File: config.mk
export PLATFORM = sky130hd
export DESIGN_NAME = rsm_monitor
export DESIGN_NICKNAME = d
export VERILOG_FILES = /design/src/design/rsm_pkg.sv /design/src/design/rsm_monitor.sv
export VERILOG_INCLUDE_DIRS = /design/src /design/src/design
export SDC_FILE = /design/constraint.sdc
export NUM_CORES = 1
export LEC_CHECK = 0
export BUFFER_PORTS_ARGS = -buffer_cell sky130_fd_sc_hd__clkbuf_2
export CORE_MARGIN = 4
export CORE_UTILIZATION = 40
export CTS_CLUSTER_SIZE = 30
export DETAILED_ROUTE_END_ITERATION = 7
export PLACE_DENSITY = 0.56
export SKIP_CTS_REPAIR_TIMING = 1
export SLEW_MARGIN = 25
export SYNTH_ARGS = -nofsm -noshare
export SYNTH_HDL_FRONTEND = slang
export SYNTH_SLANG_ARGS = --single-unit
export TNS_END_PERCENT = 30
File: constraint.sdc
create_clock -name sys_clk -period 4.5 [get_ports sys_clk]
set_clock_uncertainty 0.1 [all_clocks]
set_input_delay 0.45 -clock sys_clk [delete_from_list [all_inputs] [get_ports sys_clk]]
set_output_delay 0.45 -clock sys_clk [all_outputs]
set_load 0.005 [all_outputs]
File: src/design/rsm_map.svh
// offsets, fields, reset values and timing counts of the switchover monitor
// assumes a 200 MHz system clock and a 32-bit AXI4-Lite register bus
`ifndef RSM_MAP_SVH
`define RSM_MAP_SVH
`define RSM_OFF_CTRL 12'h000
`define RSM_OFF_STATUS 12'h004
`define RSM_OFF_GRP_LO 12'h008
`define RSM_OFF_GRP_HI 12'h00C
`define RSM_OFF_WAIT 12'h010
`define RSM_OFF_MEMRNG 12'h014
`define RSM_OFF_IOPID 12'h018
`define RSM_OFF_RETRNG 12'h01C
`define RSM_OFF_WORKRNG 12'h020
`define RSM_OFF_IRQ_ST 12'h024
`define RSM_OFF_IRQ_CLR 12'h028
`define RSM_OFF_IRQ_EN 12'h02C
`define RSM_OFF_LINK 12'h030
`define RSM_OFF_CLIENT 12'h040
`define RSM_CTRL_AUTO 0
`define RSM_CTRL_REDUN 1
`define RSM_CTRL_SERVER 2
`define RSM_CTRL_MONWR 3
`define RSM_ST_HANDOVER 0
`define RSM_ST_CFGERR 1
`define RSM_ST_ARMED 2
`define RSM_IRQ_HANDOVER 0
`define RSM_IRQ_CFGERR 1
`define RSM_IRQ_LINKCHG 2
`define RSM_RST_CTRL 32'h0000_0000
`define RSM_RST_MEMRNG 32'h0000_0001
`define RSM_RST_IOBASES 5'h1F
`define RSM_RST_PID 4'h0
`define RSM_RST_RETRNG 32'h07D0_0000
`define RSM_MEM_MAX_KB 9'h100
`define RSM_PID_MAX 4'h8
`define RSM_PID_LOOPS 8'h20
`define RSM_WORK_OFS 32'h0000_8000
`define RSM_CLK_MHZ 200
`define RSM_CABLE_MS 1000
`define RSM_SERVER_CAP_MS 6000
`define RSM_SERVER_LONG_MS 5000
`define RSM_TICK_CYCLES (`RSM_CLK_MHZ * 1000)
`endif

File: src/design/rsm_pkg.sv
// types shared by the switchover monitor
// constants live in rsm_map.svh
package rsm_pkg;
    typedef struct packed {
        logic [15:0] link_up;
        logic [15:0] server_up;
    } rsm_side_s;
    typedef enum logic [3:0] {
        RSM_IDLE = 4'b0001,
        RSM_WAIT = 4'b0010,
        RSM_FIRE = 4'b0100,
        RSM_HOLD = 4'b1000
    } rsm_state_e;
endpackage

File: src/design/rsm_monitor.sv
// redundancy switchover monitor: groups, trigger choice, timing, status and mirror config
// assumes module status pins are asynchronous; registers over AXI4-Lite slave
//
// Overview of operation
// - evaluate only with auto switchover and redundancy
// - trigger is cable loss or server loss
// - group qualifies when all master modules lost
// - needs one standby module still connected
// - any qualifying group requests handover
// - cable loss: flag instantly, handover within 1s
// - server loss waits; capped at 5s over 5s
// - per-module client word, bit per connection order
// - per-module link bit, one means cable up
// - memory mirror range 1 to 256 kB steps
// - io mirror bases, default 31, error if few
// - pid mirror blocks up to 8 of 32
// - working range derived from retained range
// - fixed areas always mirrored during redundancy
// - monitor writes go to both cpus
//
// The AXI4-Lite slave port and the register offsets were decided locally.
`timescale 1ns/1ps
`include "rsm_map.svh"
module rsm_monitor #(
    parameter int NMOD = 16,
    parameter int NGRP = 8,
    parameter int TICK_CYCLES = `RSM_TICK_CYCLES
) (
    // clock and reset
    input wire logic sys_clk,
    input wire logic sys_rst,
    // module status pins, master and standby base
    input wire rsm_pkg::rsm_side_s master_pins,
    input wire rsm_pkg::rsm_side_s standby_pins,
    input wire logic [15:0] client_pins [NMOD],
    input wire logic [4:0] installed_bases,
    // handover and mirror outputs
    output logic handover_req,
    output logic mirror_fixed_areas,
    output logic monitor_write_both,
    output logic irq,
    // axi4-lite write address and data
    input wire logic [11:0] s_awaddr,
    input wire logic s_awvalid,
    output logic s_awready,
    input wire logic [31:0] s_wdata,
    input wire logic [3:0] s_wstrb,
    input wire logic s_wvalid,
    output logic s_wready,
    // axi4-lite write response
    output logic [1:0] s_bresp,
    output logic s_bvalid,
    input wire logic s_bready,
    // axi4-lite read
    input wire logic [11:0] s_araddr,
    input wire logic s_arvalid,
    output logic s_arready,
    output logic [31:0] s_rdata,
    output logic [1:0] s_rresp,
    output logic s_rvalid,
    input wire logic s_rready
);
    import rsm_pkg::*;

    // byte-lane merge for register writes
    function automatic logic [31:0] wmerge(input logic [31:0] old, input logic [31:0] d,
                                           input logic [3:0] s);
        logic [31:0] r;
        r = old;
        for (int i = 0; i < 4; i++)
        begin
            if (s[i])
                r[i*8 +: 8] = d[i*8 +: 8];
        end
        return r;
    endfunction

    // two-flop synchronisers for the pins
    rsm_side_s ms1_reg, ms2_reg, ss1_reg, ss2_reg;
    logic [15:0] cl1_reg [NMOD];
    logic [15:0] cl2_reg [NMOD];
    logic [4:0] ib1_reg, ib2_reg;
    always_ff @(posedge sys_clk)
    begin
        ms1_reg <= master_pins;
        ms2_reg <= ms1_reg;
        ss1_reg <= standby_pins;
        ss2_reg <= ss1_reg;
        ib1_reg <= installed_bases;
        ib2_reg <= ib1_reg;
        for (int i = 0; i < NMOD; i++)
        begin
            cl1_reg[i] <= client_pins[i];
            cl2_reg[i] <= cl1_reg[i];
        end
    end
    // software-visible configuration
    logic [31:0] ctrl_reg, ctrl_next;
    logic [63:0] grp_reg, grp_next;      // 4 bits per module, bit 3 = module grouped
    logic [31:0] wait_reg, wait_next;    // connection wait in ms
    logic [31:0] mem_reg, mem_next;      // [8:0] start kB, [24:16] end kB
    logic [31:0] iopid_reg, iopid_next;  // [4:0] io bases, [11:8] pid blocks
    logic [31:0] ret_reg, ret_next;      // [15:0] start, [31:16] end word
    logic [2:0] ist_reg, ist_next;
    logic [2:0] ien_reg, ien_next;
    logic [15:0] link_prev_reg, link_prev_next;
    // axi handshake state
    logic aw_reg, aw_next, w_reg, w_next, b_reg, b_next, r_reg, r_next;
    logic [11:0] awa_reg, awa_next;
    logic [31:0] wd_reg, wd_next, rd_reg, rd_next;
    logic [3:0] ws_reg, ws_next;
    logic [1:0] bresp_reg, bresp_next, rresp_reg, rresp_next;
    // decision state
    rsm_state_e st_reg, st_next;
    logic [31:0] tick_reg, tick_next;
    logic [15:0] ms_reg, ms_next;
    logic req_reg, req_next;
    logic [NGRP-1:0] grp_ok;
    logic any_ok, server_mode, armed, cfg_err, link_chg;
    logic [15:0] master_lost, deadline;
    logic [31:0] work_rng;
    logic irq_reg, fix_reg, both_reg;  // registered outputs
    // group qualification from synchronised status
    always_comb
    begin
        server_mode = ctrl_reg[`RSM_CTRL_SERVER];
        // chosen trigger source per module
        master_lost = server_mode ? ~ms2_reg.server_up : ~ms2_reg.link_up;
        grp_ok = '0;
        for (int g = 0; g < NGRP; g++)
        begin
            logic has_m, all_lost, sb_ok;
            has_m = 1'b0;
            all_lost = 1'b1;
            sb_ok = 1'b0;
            for (int m = 0; m < NMOD; m++)
            begin
                if (grp_reg[m*4+3] && grp_reg[m*4 +: 3] == g[2:0])
                begin
                    has_m = 1'b1;
                    all_lost = all_lost & master_lost[m];
                    sb_ok = sb_ok | (server_mode ? ss2_reg.server_up[m]
                                                 : ss2_reg.link_up[m]);
                end
            end
            grp_ok[g] = has_m & all_lost & sb_ok;
        end
        any_ok = |grp_ok;
        armed = ctrl_reg[`RSM_CTRL_AUTO] & ctrl_reg[`RSM_CTRL_REDUN];
        // io bases below installed count is a config error
        cfg_err = iopid_reg[4:0] < ib2_reg;
        link_chg = ms2_reg.link_up != link_prev_reg;
        // cable: act at once, well inside 1 s; server: wait, capped at 5 s
        if (!server_mode)
            deadline = 16'd0;
        else if (wait_reg > `RSM_SERVER_LONG_MS)
            deadline = 16'(`RSM_SERVER_CAP_MS - 1000);
        else
            deadline = wait_reg[15:0];
        // working range sits a fixed distance above the retained range
        work_rng = {ret_reg[31:16] + 16'(`RSM_WORK_OFS), ret_reg[15:0] + 16'(`RSM_WORK_OFS)};
    end
    // handover state machine, one request per event
    always_comb
    begin
        st_next = st_reg;
        tick_next = tick_reg;
        ms_next = ms_reg;
        req_next = 1'b0;
        case (st_reg)
            RSM_IDLE:
            begin
                tick_next = 32'd0;
                ms_next = 16'd0;
                if (armed && any_ok)
                    st_next = RSM_WAIT;
            end
            RSM_WAIT:
            begin
                // condition cleared or disarmed: drop back
                if (!armed || !any_ok)
                    st_next = RSM_IDLE;
                else if (ms_reg >= deadline)
                    st_next = RSM_FIRE;
                else if (tick_reg == 32'(TICK_CYCLES - 1))
                begin
                    tick_next = 32'd0;
                    ms_next = ms_reg + 16'd1;
                end
                else
                    tick_next = tick_reg + 32'd1;
            end
            RSM_FIRE:
            begin
                req_next = 1'b1;
                st_next = RSM_HOLD;
            end
            RSM_HOLD:
            begin
                // rearm once the condition clears
                if (!any_ok || !armed)
                    st_next = RSM_IDLE;
            end
            default:
                st_next = RSM_IDLE;
        endcase
    end
    // bus slave and register writes
    always_comb
    begin
        logic [31:0] nv;
        nv = 32'h0000_0000;
        aw_next = aw_reg;
        w_next = w_reg;
        b_next = b_reg;
        r_next = r_reg;
        awa_next = awa_reg;
        wd_next = wd_reg;
        ws_next = ws_reg;
        rd_next = rd_reg;
        bresp_next = bresp_reg;
        rresp_next = rresp_reg;
        ctrl_next = ctrl_reg;
        grp_next = grp_reg;
        wait_next = wait_reg;
        mem_next = mem_reg;
        iopid_next = iopid_reg;
        ret_next = ret_reg;
        ien_next = ien_reg;
        link_prev_next = ms2_reg.link_up;
        // sticky events, set wins over clear
        ist_next = ist_reg;
        if (s_awvalid && !aw_reg && !b_reg)
        begin
            aw_next = 1'b1;
            awa_next = s_awaddr;
        end
        if (s_wvalid && !w_reg && !b_reg)
        begin
            w_next = 1'b1;
            wd_next = s_wdata;
            ws_next = s_wstrb;
        end
        if (aw_reg && w_reg)
        begin
            aw_next = 1'b0;
            w_next = 1'b0;
            b_next = 1'b1;
            bresp_next = 2'b00;
            case (awa_reg)
                `RSM_OFF_CTRL: ctrl_next = wmerge(ctrl_reg, wd_reg, ws_reg);
                `RSM_OFF_GRP_LO: grp_next[31:0] = wmerge(grp_reg[31:0], wd_reg, ws_reg);
                `RSM_OFF_GRP_HI: grp_next[63:32] = wmerge(grp_reg[63:32], wd_reg, ws_reg);
                `RSM_OFF_WAIT: wait_next = wmerge(wait_reg, wd_reg, ws_reg);
                `RSM_OFF_MEMRNG:
                begin
                    nv = wmerge(mem_reg, wd_reg, ws_reg);
                    // range limited to 1..256 kB, in whole kB
                    if (nv[8:0] >= 9'd1 && nv[24:16] <= `RSM_MEM_MAX_KB && nv[24:16] >= nv[8:0])
                        mem_next = {7'h00, nv[24:16], 7'h00, nv[8:0]};
                    else
                        bresp_next = 2'b10;
                end
                `RSM_OFF_IOPID:
                begin
                    nv = wmerge(iopid_reg, wd_reg, ws_reg);
                    // pid blocks capped at eight
                    if (nv[11:8] <= `RSM_PID_MAX)
                        iopid_next = {20'h00000, nv[11:8], 3'h0, nv[4:0]};
                    else
                        bresp_next = 2'b10;
                end
                `RSM_OFF_RETRNG: ret_next = wmerge(ret_reg, wd_reg, ws_reg);
                `RSM_OFF_IRQ_CLR: ist_next = ist_reg & ~wd_reg[2:0];
                `RSM_OFF_IRQ_EN: ien_next = wd_reg[2:0];
                default: bresp_next = 2'b10;
            endcase
        end
        if (b_reg && s_bready)
            b_next = 1'b0;
        if (s_arvalid && !r_reg)
        begin
            r_next = 1'b1;
            rresp_next = 2'b00;
            case (s_araddr)
                `RSM_OFF_CTRL: rd_next = ctrl_reg;
                `RSM_OFF_STATUS: rd_next = {29'h0, st_reg == RSM_WAIT, cfg_err, req_reg};
                `RSM_OFF_GRP_LO: rd_next = grp_reg[31:0];
                `RSM_OFF_GRP_HI: rd_next = grp_reg[63:32];
                `RSM_OFF_WAIT: rd_next = wait_reg;
                `RSM_OFF_MEMRNG: rd_next = mem_reg;
                `RSM_OFF_IOPID: rd_next = iopid_reg;
                `RSM_OFF_RETRNG: rd_next = ret_reg;
                `RSM_OFF_WORKRNG: rd_next = work_rng;
                `RSM_OFF_IRQ_ST: rd_next = {29'h0, ist_reg};
                `RSM_OFF_IRQ_EN: rd_next = {29'h0, ien_reg};
                // link bit per module, one = cable up
                `RSM_OFF_LINK: rd_next = {16'h0000, ms2_reg.link_up};
                default:
                begin
                    rd_next = 32'h0000_0000;
                    rresp_next = 2'b10;
                    // client words, bit order = connection order
                    for (int i = 0; i < NMOD; i++)
                    begin
                        if (s_araddr == 12'(`RSM_OFF_CLIENT + 4 * i))
                        begin
                            rd_next = {16'h0000, cl2_reg[i]};
                            rresp_next = 2'b00;
                        end
                    end
                end
            endcase
        end
        if (r_reg && s_rready)
            r_next = 1'b0;
        if (req_reg)
            ist_next[`RSM_IRQ_HANDOVER] = 1'b1;
        if (cfg_err)
            ist_next[`RSM_IRQ_CFGERR] = 1'b1;
        if (link_chg)
            ist_next[`RSM_IRQ_LINKCHG] = 1'b1;
    end
    // registers
    always_ff @(posedge sys_clk)
    begin
        if (sys_rst)
        begin
            st_reg <= RSM_IDLE;
            tick_reg <= 32'd0;
            ms_reg <= 16'd0;
            req_reg <= 1'b0;
            ctrl_reg <= `RSM_RST_CTRL;
            grp_reg <= 64'h0;
            wait_reg <= 32'd0;
            mem_reg <= `RSM_RST_MEMRNG;
            iopid_reg <= {20'h00000, `RSM_RST_PID, 3'h0, `RSM_RST_IOBASES};
            ret_reg <= `RSM_RST_RETRNG;
            ist_reg <= 3'h0;
            ien_reg <= 3'h0;
            link_prev_reg <= 16'h0000;
            aw_reg <= 1'b0;
            w_reg <= 1'b0;
            b_reg <= 1'b0;
            r_reg <= 1'b0;
            awa_reg <= 12'h000;
            wd_reg <= 32'h0;
            ws_reg <= 4'h0;
            rd_reg <= 32'h0;
            bresp_reg <= 2'b00;
            rresp_reg <= 2'b00;
            irq_reg <= 1'b0;
            fix_reg <= 1'b0;
            both_reg <= 1'b0;
        end
        else
        begin
            st_reg <= st_next;
            tick_reg <= tick_next;
            ms_reg <= ms_next;
            req_reg <= req_next;
            ctrl_reg <= ctrl_next;
            grp_reg <= grp_next;
            wait_reg <= wait_next;
            mem_reg <= mem_next;
            iopid_reg <= iopid_next;
            ret_reg <= ret_next;
            ist_reg <= ist_next;
            ien_reg <= ien_next;
            link_prev_reg <= link_prev_next;
            aw_reg <= aw_next;
            w_reg <= w_next;
            b_reg <= b_next;
            r_reg <= r_next;
            awa_reg <= awa_next;
            wd_reg <= wd_next;
            ws_reg <= ws_next;
            rd_reg <= rd_next;
            bresp_reg <= bresp_next;
            rresp_reg <= rresp_next;
            irq_reg <= |(ist_next & ien_next);
            fix_reg <= ctrl_next[`RSM_CTRL_REDUN];
            both_reg <= ctrl_next[`RSM_CTRL_MONWR];
        end
    end

    assign handover_req = req_reg;
    assign mirror_fixed_areas = fix_reg;
    assign monitor_write_both = both_reg;
    assign irq = irq_reg;
    assign s_awready = !aw_reg && !b_reg;
    assign s_wready = !w_reg && !b_reg;
    assign s_bvalid = b_reg;
    assign s_bresp = bresp_reg;
    assign s_arready = !r_reg;
    assign s_rvalid = r_reg;
    assign s_rdata = rd_reg;
    assign s_rresp = rresp_reg;
endmodule

==> flow_results.org <==
** Routing
- Wire length after detailed routing :: 128000 um
- In the routed design, unresolved DRC markers number 0.
- DRT iter0 DRCs :: 2627
- Once detail routing completed, the nets flagged for antenna violations numbered 0.
- Dividing the detail-routed wire length by the instance count gives 23.4 um.
- In the routed layout, each cell is associated on average with a via count of 5.40.
- Pre-antenna DRT Iters :: 8
- Vias post-DR :: 29500

** STA
- The number of slew-limit violations in the final report is 0.
- Of the available clock period, the critical path in the final layout requires 0.944.
- Setup violations remaining at the end of the flow were counted as 0.
- Final Hold Viols :: 0
- Achievable frequency :: 235 MHz
- Setup ws final :: 0.252 ns
- For the pin with the worst max-slew slack, the measured transition is 1.03 ns.
- Post-layout min period :: 4.25 ns
- The worst pin sits at a relative slew slack of 0.309.
- On the final layout, the worst hold slack is 0.0179 ns.

** Logic synthesis
- Post-Synthesis Cells :: 3378
- Of the synthesized area, sequential elements account for 0.590.
- Yosys mapped a number of flops with a built-in enable equal to 0.
- Adder and majority cell fraction of the synthesized area :: 0.0114
- Of the post-synthesis cell area, the dominant cell type holds 0.590.
- Compound-gate portion of the synthesized area :: 0.136
- Main flop type after synthesis :: sky130_fd_sc_hd__dfxtp_1
- Area share of xor/xnor cells in the synthesized design :: 0.00465
- Dominant cells by area after synthesis :: sky130_fd_sc_hd__dfxtp_1 (59%), sky130_fd_sc_hd__nand2_1 (5.5%), sky130_fd_sc_hd__mux2i_1 (4.1%), sky130_fd_sc_hd__a21oi_1 (3.7%), sky130_fd_sc_hd__nor2_1 (2.7%)
- A synthesized cell averages 10.0 um^2.
- Simple-gate share of the synthesized area :: 0.181
- Yosys printed 0 warnings.
- Async set or reset register ratio after synthesis :: 0
- After synthesis the netlist holds a flip-flop and latch count of 999.
- Number of distinct library cells after synthesis :: 86
- Dominant combinational cell family by area after synthesis :: simple AND/OR/NAND/NOR gates
- Summed over all instances, the cell type with the most area after synthesis is sky130_fd_sc_hd__dfxtp_1.
- The mapped netlist covers 33900 um^2.
- Mux cell area share after synthesis :: 0.0505

** Clocking
- CTS tree :: yes
- After clock tree synthesis, the clock-pin slew on the worst setup and hold paths is 0.06 ns.
- Buffers inserted during clock tree synthesis total 99.
- The later pin in the worst-skew pair is clocked with a latency of 0.67 ns.
- Number of H-tree branching levels :: 3
- Max Root-Sink Buffers :: 3
- Sinks on Clock Net :: 999
- CTS root buffer :: sky130_fd_sc_hd__clkbuf_16

** Floorplan
- Chip width :: 299 um
- Site row count :: 106
- Die height :: 299 um
- During I/O placement, the number of pins put on the boundary was 437.
- Die Area :: 89500 um^2
- Core ar. :: 83800 um^2
- Effective utilization at floorplan :: 0.405

** Worst hold path
- The worst hold path was traced through 3 stages.
- Min-delay worst type :: in -> reg

** Cells and area
- Fill cell total of the finished layout :: 7502
- Layout cells sized above 1 :: 0.188
- Post-route design area :: 45200 um^2
- Compared with the post-synthesis result, the final layout area differs by 33.3%.
- Final nets :: 4663
- Measured on the finished design, the core utilization comes to 0.539.

** Placement
- Before CTS, the worst setup slack after placement is 0.0451 ns.
- In this run the tool buffered the top-level ports with 434 buffer cells.
- Detailed placer's ending HPWL :: 92000 um
- The congestion estimate from routability-driven global placement came to 1.02.
- Post-DP Area :: 37900 um^2

** Global route
- The via count of the first global-routing pass is 26800.
- The first global-routing pass estimated 178000 um of wire.
- Number of antenna violations at the first check in global routing :: 18
- For this run, the total global-route usage over all layers was measured as 0.262.
- Total grt overflow :: 0
- Maximum number of pins on one net before global-route repair :: 196

** Power
- In this run the power density over the cells is 419 nW/um^2.
- The analysis attributes to cell leakage a power of 0.0174 uW.
- Peak VDD IR :: 0.000395 V
- Power comes to 18900 uW.

** Setup path
- The number of cells on the worst reg-to-reg path is 18.
- Of all nets on the critical path, the largest fanout is 10.
- Critical path data arrival time :: 4.75 ns
- WS Path Type :: reg -> reg
- Crit. End Element :: flop
- At the worst endpoint, the required time is 5.00 ns.
- STA classifies the critical path startpoint as a flop.

** Status
- Run status :: complete, no violations

** Job
- Max-cap violations in this run came to 0.
==> area by class of cell <==
class	count	area, um^2	share of cell area
diodes	23	57.6	0.00127
clock buffers	136	2820	0.0623
clock inverters	37	597	0.0132
inverters	25	93.8	0.00208
multi-input cells	2164	13100	0.290
flip-flops and latches	999	20000	0.442
well taps	1134	1420	0.0314
repair buffers	951	7100	0.157
==> synthesized netlist by cell type, drive strengths merged, types with 23 or more instances <==
library cell / number
a2111oi: 27
a21oi: 254
a221oi: 44
a22oi: 63
a31oi: 24
and3: 25
buf: 45
clkbuf: 148
dfxtp: 999
ha: 31
inv: 25
mux2i: 151
nand2: 494
nand2b: 34
nand3: 32
nand4: 39
nand4b: 28
nor2: 244
nor2b: 48
nor3: 96
nor4: 48
nor4b: 23
o21ai: 67
o22ai: 61
o31ai: 23
or3: 36
==> where the power goes <==
group	switching [uW]	internal [uW]	total (uW)
clock network	3610	4940	8550
logic	482	497	979
registers	201	9220	9420
total	4290	14600	18900
==> metal layers <==
layer / up-vias / global-route usage / share of wire
li1: 13800 / - / -
met4: 2 / 0.0985 / 0.041
met2: 1271 / 0.413 / 0.46
met3: 312 / 0.0578 / 0.076
met1: 14100 / 0.353 / 0.42
met5: - / 0 / 0.000094
==> critical path, cell delays in order, from the launching register on <==
cell and delay [ns]:
sky130_fd_sc_hd__dfxtp_1 0.32, sky130_fd_sc_hd__nor4_2 0.32, sky130_fd_sc_hd__buf_4 0.17, sky130_fd_sc_hd__nand4_1 0.11, sky130_fd_sc_hd__nor4_2 0.26, sky130_fd_sc_hd__buf_4 0.19, sky130_fd_sc_hd__and3_1 0.17, sky130_fd_sc_hd__nand2_1 0.06
sky130_fd_sc_hd__ha_1 0.29, sky130_fd_sc_hd__a21o_1 0.18, sky130_fd_sc_hd__a2111oi_2 0.34, sky130_fd_sc_hd__o21ai_1 0.12, sky130_fd_sc_hd__a211o_1 0.29, sky130_fd_sc_hd__nand2b_4 0.15, sky130_fd_sc_hd__a211oi_4 0.20, sky130_fd_sc_hd__buf_6 0.14
sky130_fd_sc_hd__o211ai_4 0.12, sky130_fd_sc_hd__or4_1 0.49, sky130_fd_sc_hd__a21oi_1 0.14
==> worst paths after layout <==
check	slack (ns)	endpoint	startpoint
setup reg to reg	0.25	ms_reg[13]	wait_reg[27]
setup / recovery	0.25	ms_reg[13]	wait_reg[27]
hold / removal	0.02	wd_reg[14]	s_wdata[14]
hold reg to reg	0.20	ss2_reg[8]	ss1_reg[8]
==> cell families after synthesis <==
kind of cell / Yosys count
buffers and inverters: 218
xor gates and xnor gates: 18
adders and majority gates: 31
and+or+nand+nor: 1248
AOI/OAI and AO/OA: 699
muxes: 163
DFF: 999
other: 2
==> layout by cell type (no fill, tap or decap), types with 16 or more instances in the layout <==
cell	netlist	routed
sky130_fd_sc_hd__dfxtp_1	999	998
sky130_fd_sc_hd__nand2_1	494	493
sky130_fd_sc_hd__clkbuf_2	2	433
sky130_fd_sc_hd__dlygate4sd3_1	0	375
sky130_fd_sc_hd__a21oi_1	252	251
sky130_fd_sc_hd__nor2_1	243	237
sky130_fd_sc_hd__mux2i_1	140	140
sky130_fd_sc_hd__buf_4	5	133
sky130_fd_sc_hd__clkbuf_16	0	99
sky130_fd_sc_hd__nor3_1	96	94
sky130_fd_sc_hd__o21ai_0	66	65
sky130_fd_sc_hd__a22oi_1	63	63
sky130_fd_sc_hd__o22ai_1	61	60
sky130_fd_sc_hd__nor2b_1	48	47
sky130_fd_sc_hd__nor4_1	46	44
sky130_fd_sc_hd__a221oi_1	44	44
sky130_fd_sc_hd__nand4_1	39	39
sky130_fd_sc_hd__or3_1	36	36
sky130_fd_sc_hd__nand2b_1	34	33
sky130_fd_sc_hd__nand3_1	32	32
sky130_fd_sc_hd__ha_1	31	31
sky130_fd_sc_hd__nand4b_1	28	28
sky130_fd_sc_hd__inv_1	25	25
sky130_fd_sc_hd__and3_1	25	25
sky130_fd_sc_hd__a2111oi_0	25	24
sky130_fd_sc_hd__a31oi_1	24	24
sky130_fd_sc_hd__diode_2	0	23
sky130_fd_sc_hd__o31ai_1	23	23
sky130_fd_sc_hd__nor4b_1	23	22
sky130_fd_sc_hd__clkbuf_8	0	20
sky130_fd_sc_hd__a211oi_1	19	19
sky130_fd_sc_hd__or4_1	19	18
sky130_fd_sc_hd__o221ai_1	18	18
sky130_fd_sc_hd__a211o_1	17	17
sky130_fd_sc_hd__xor2_1	17	17
sky130_fd_sc_hd__clkbuf_1	146	17
sky130_fd_sc_hd__or2_2	16	16
==> per-stage QoR <==
step,std cells,setup TNS [ns]
final,5469,0
after global routing,5467,-0.0839
after CTS,5071,0
after detailed placement,4898,0
after global placement,4898,0
after floorplan,3381,0
Power figures use the tool's default switching activity.
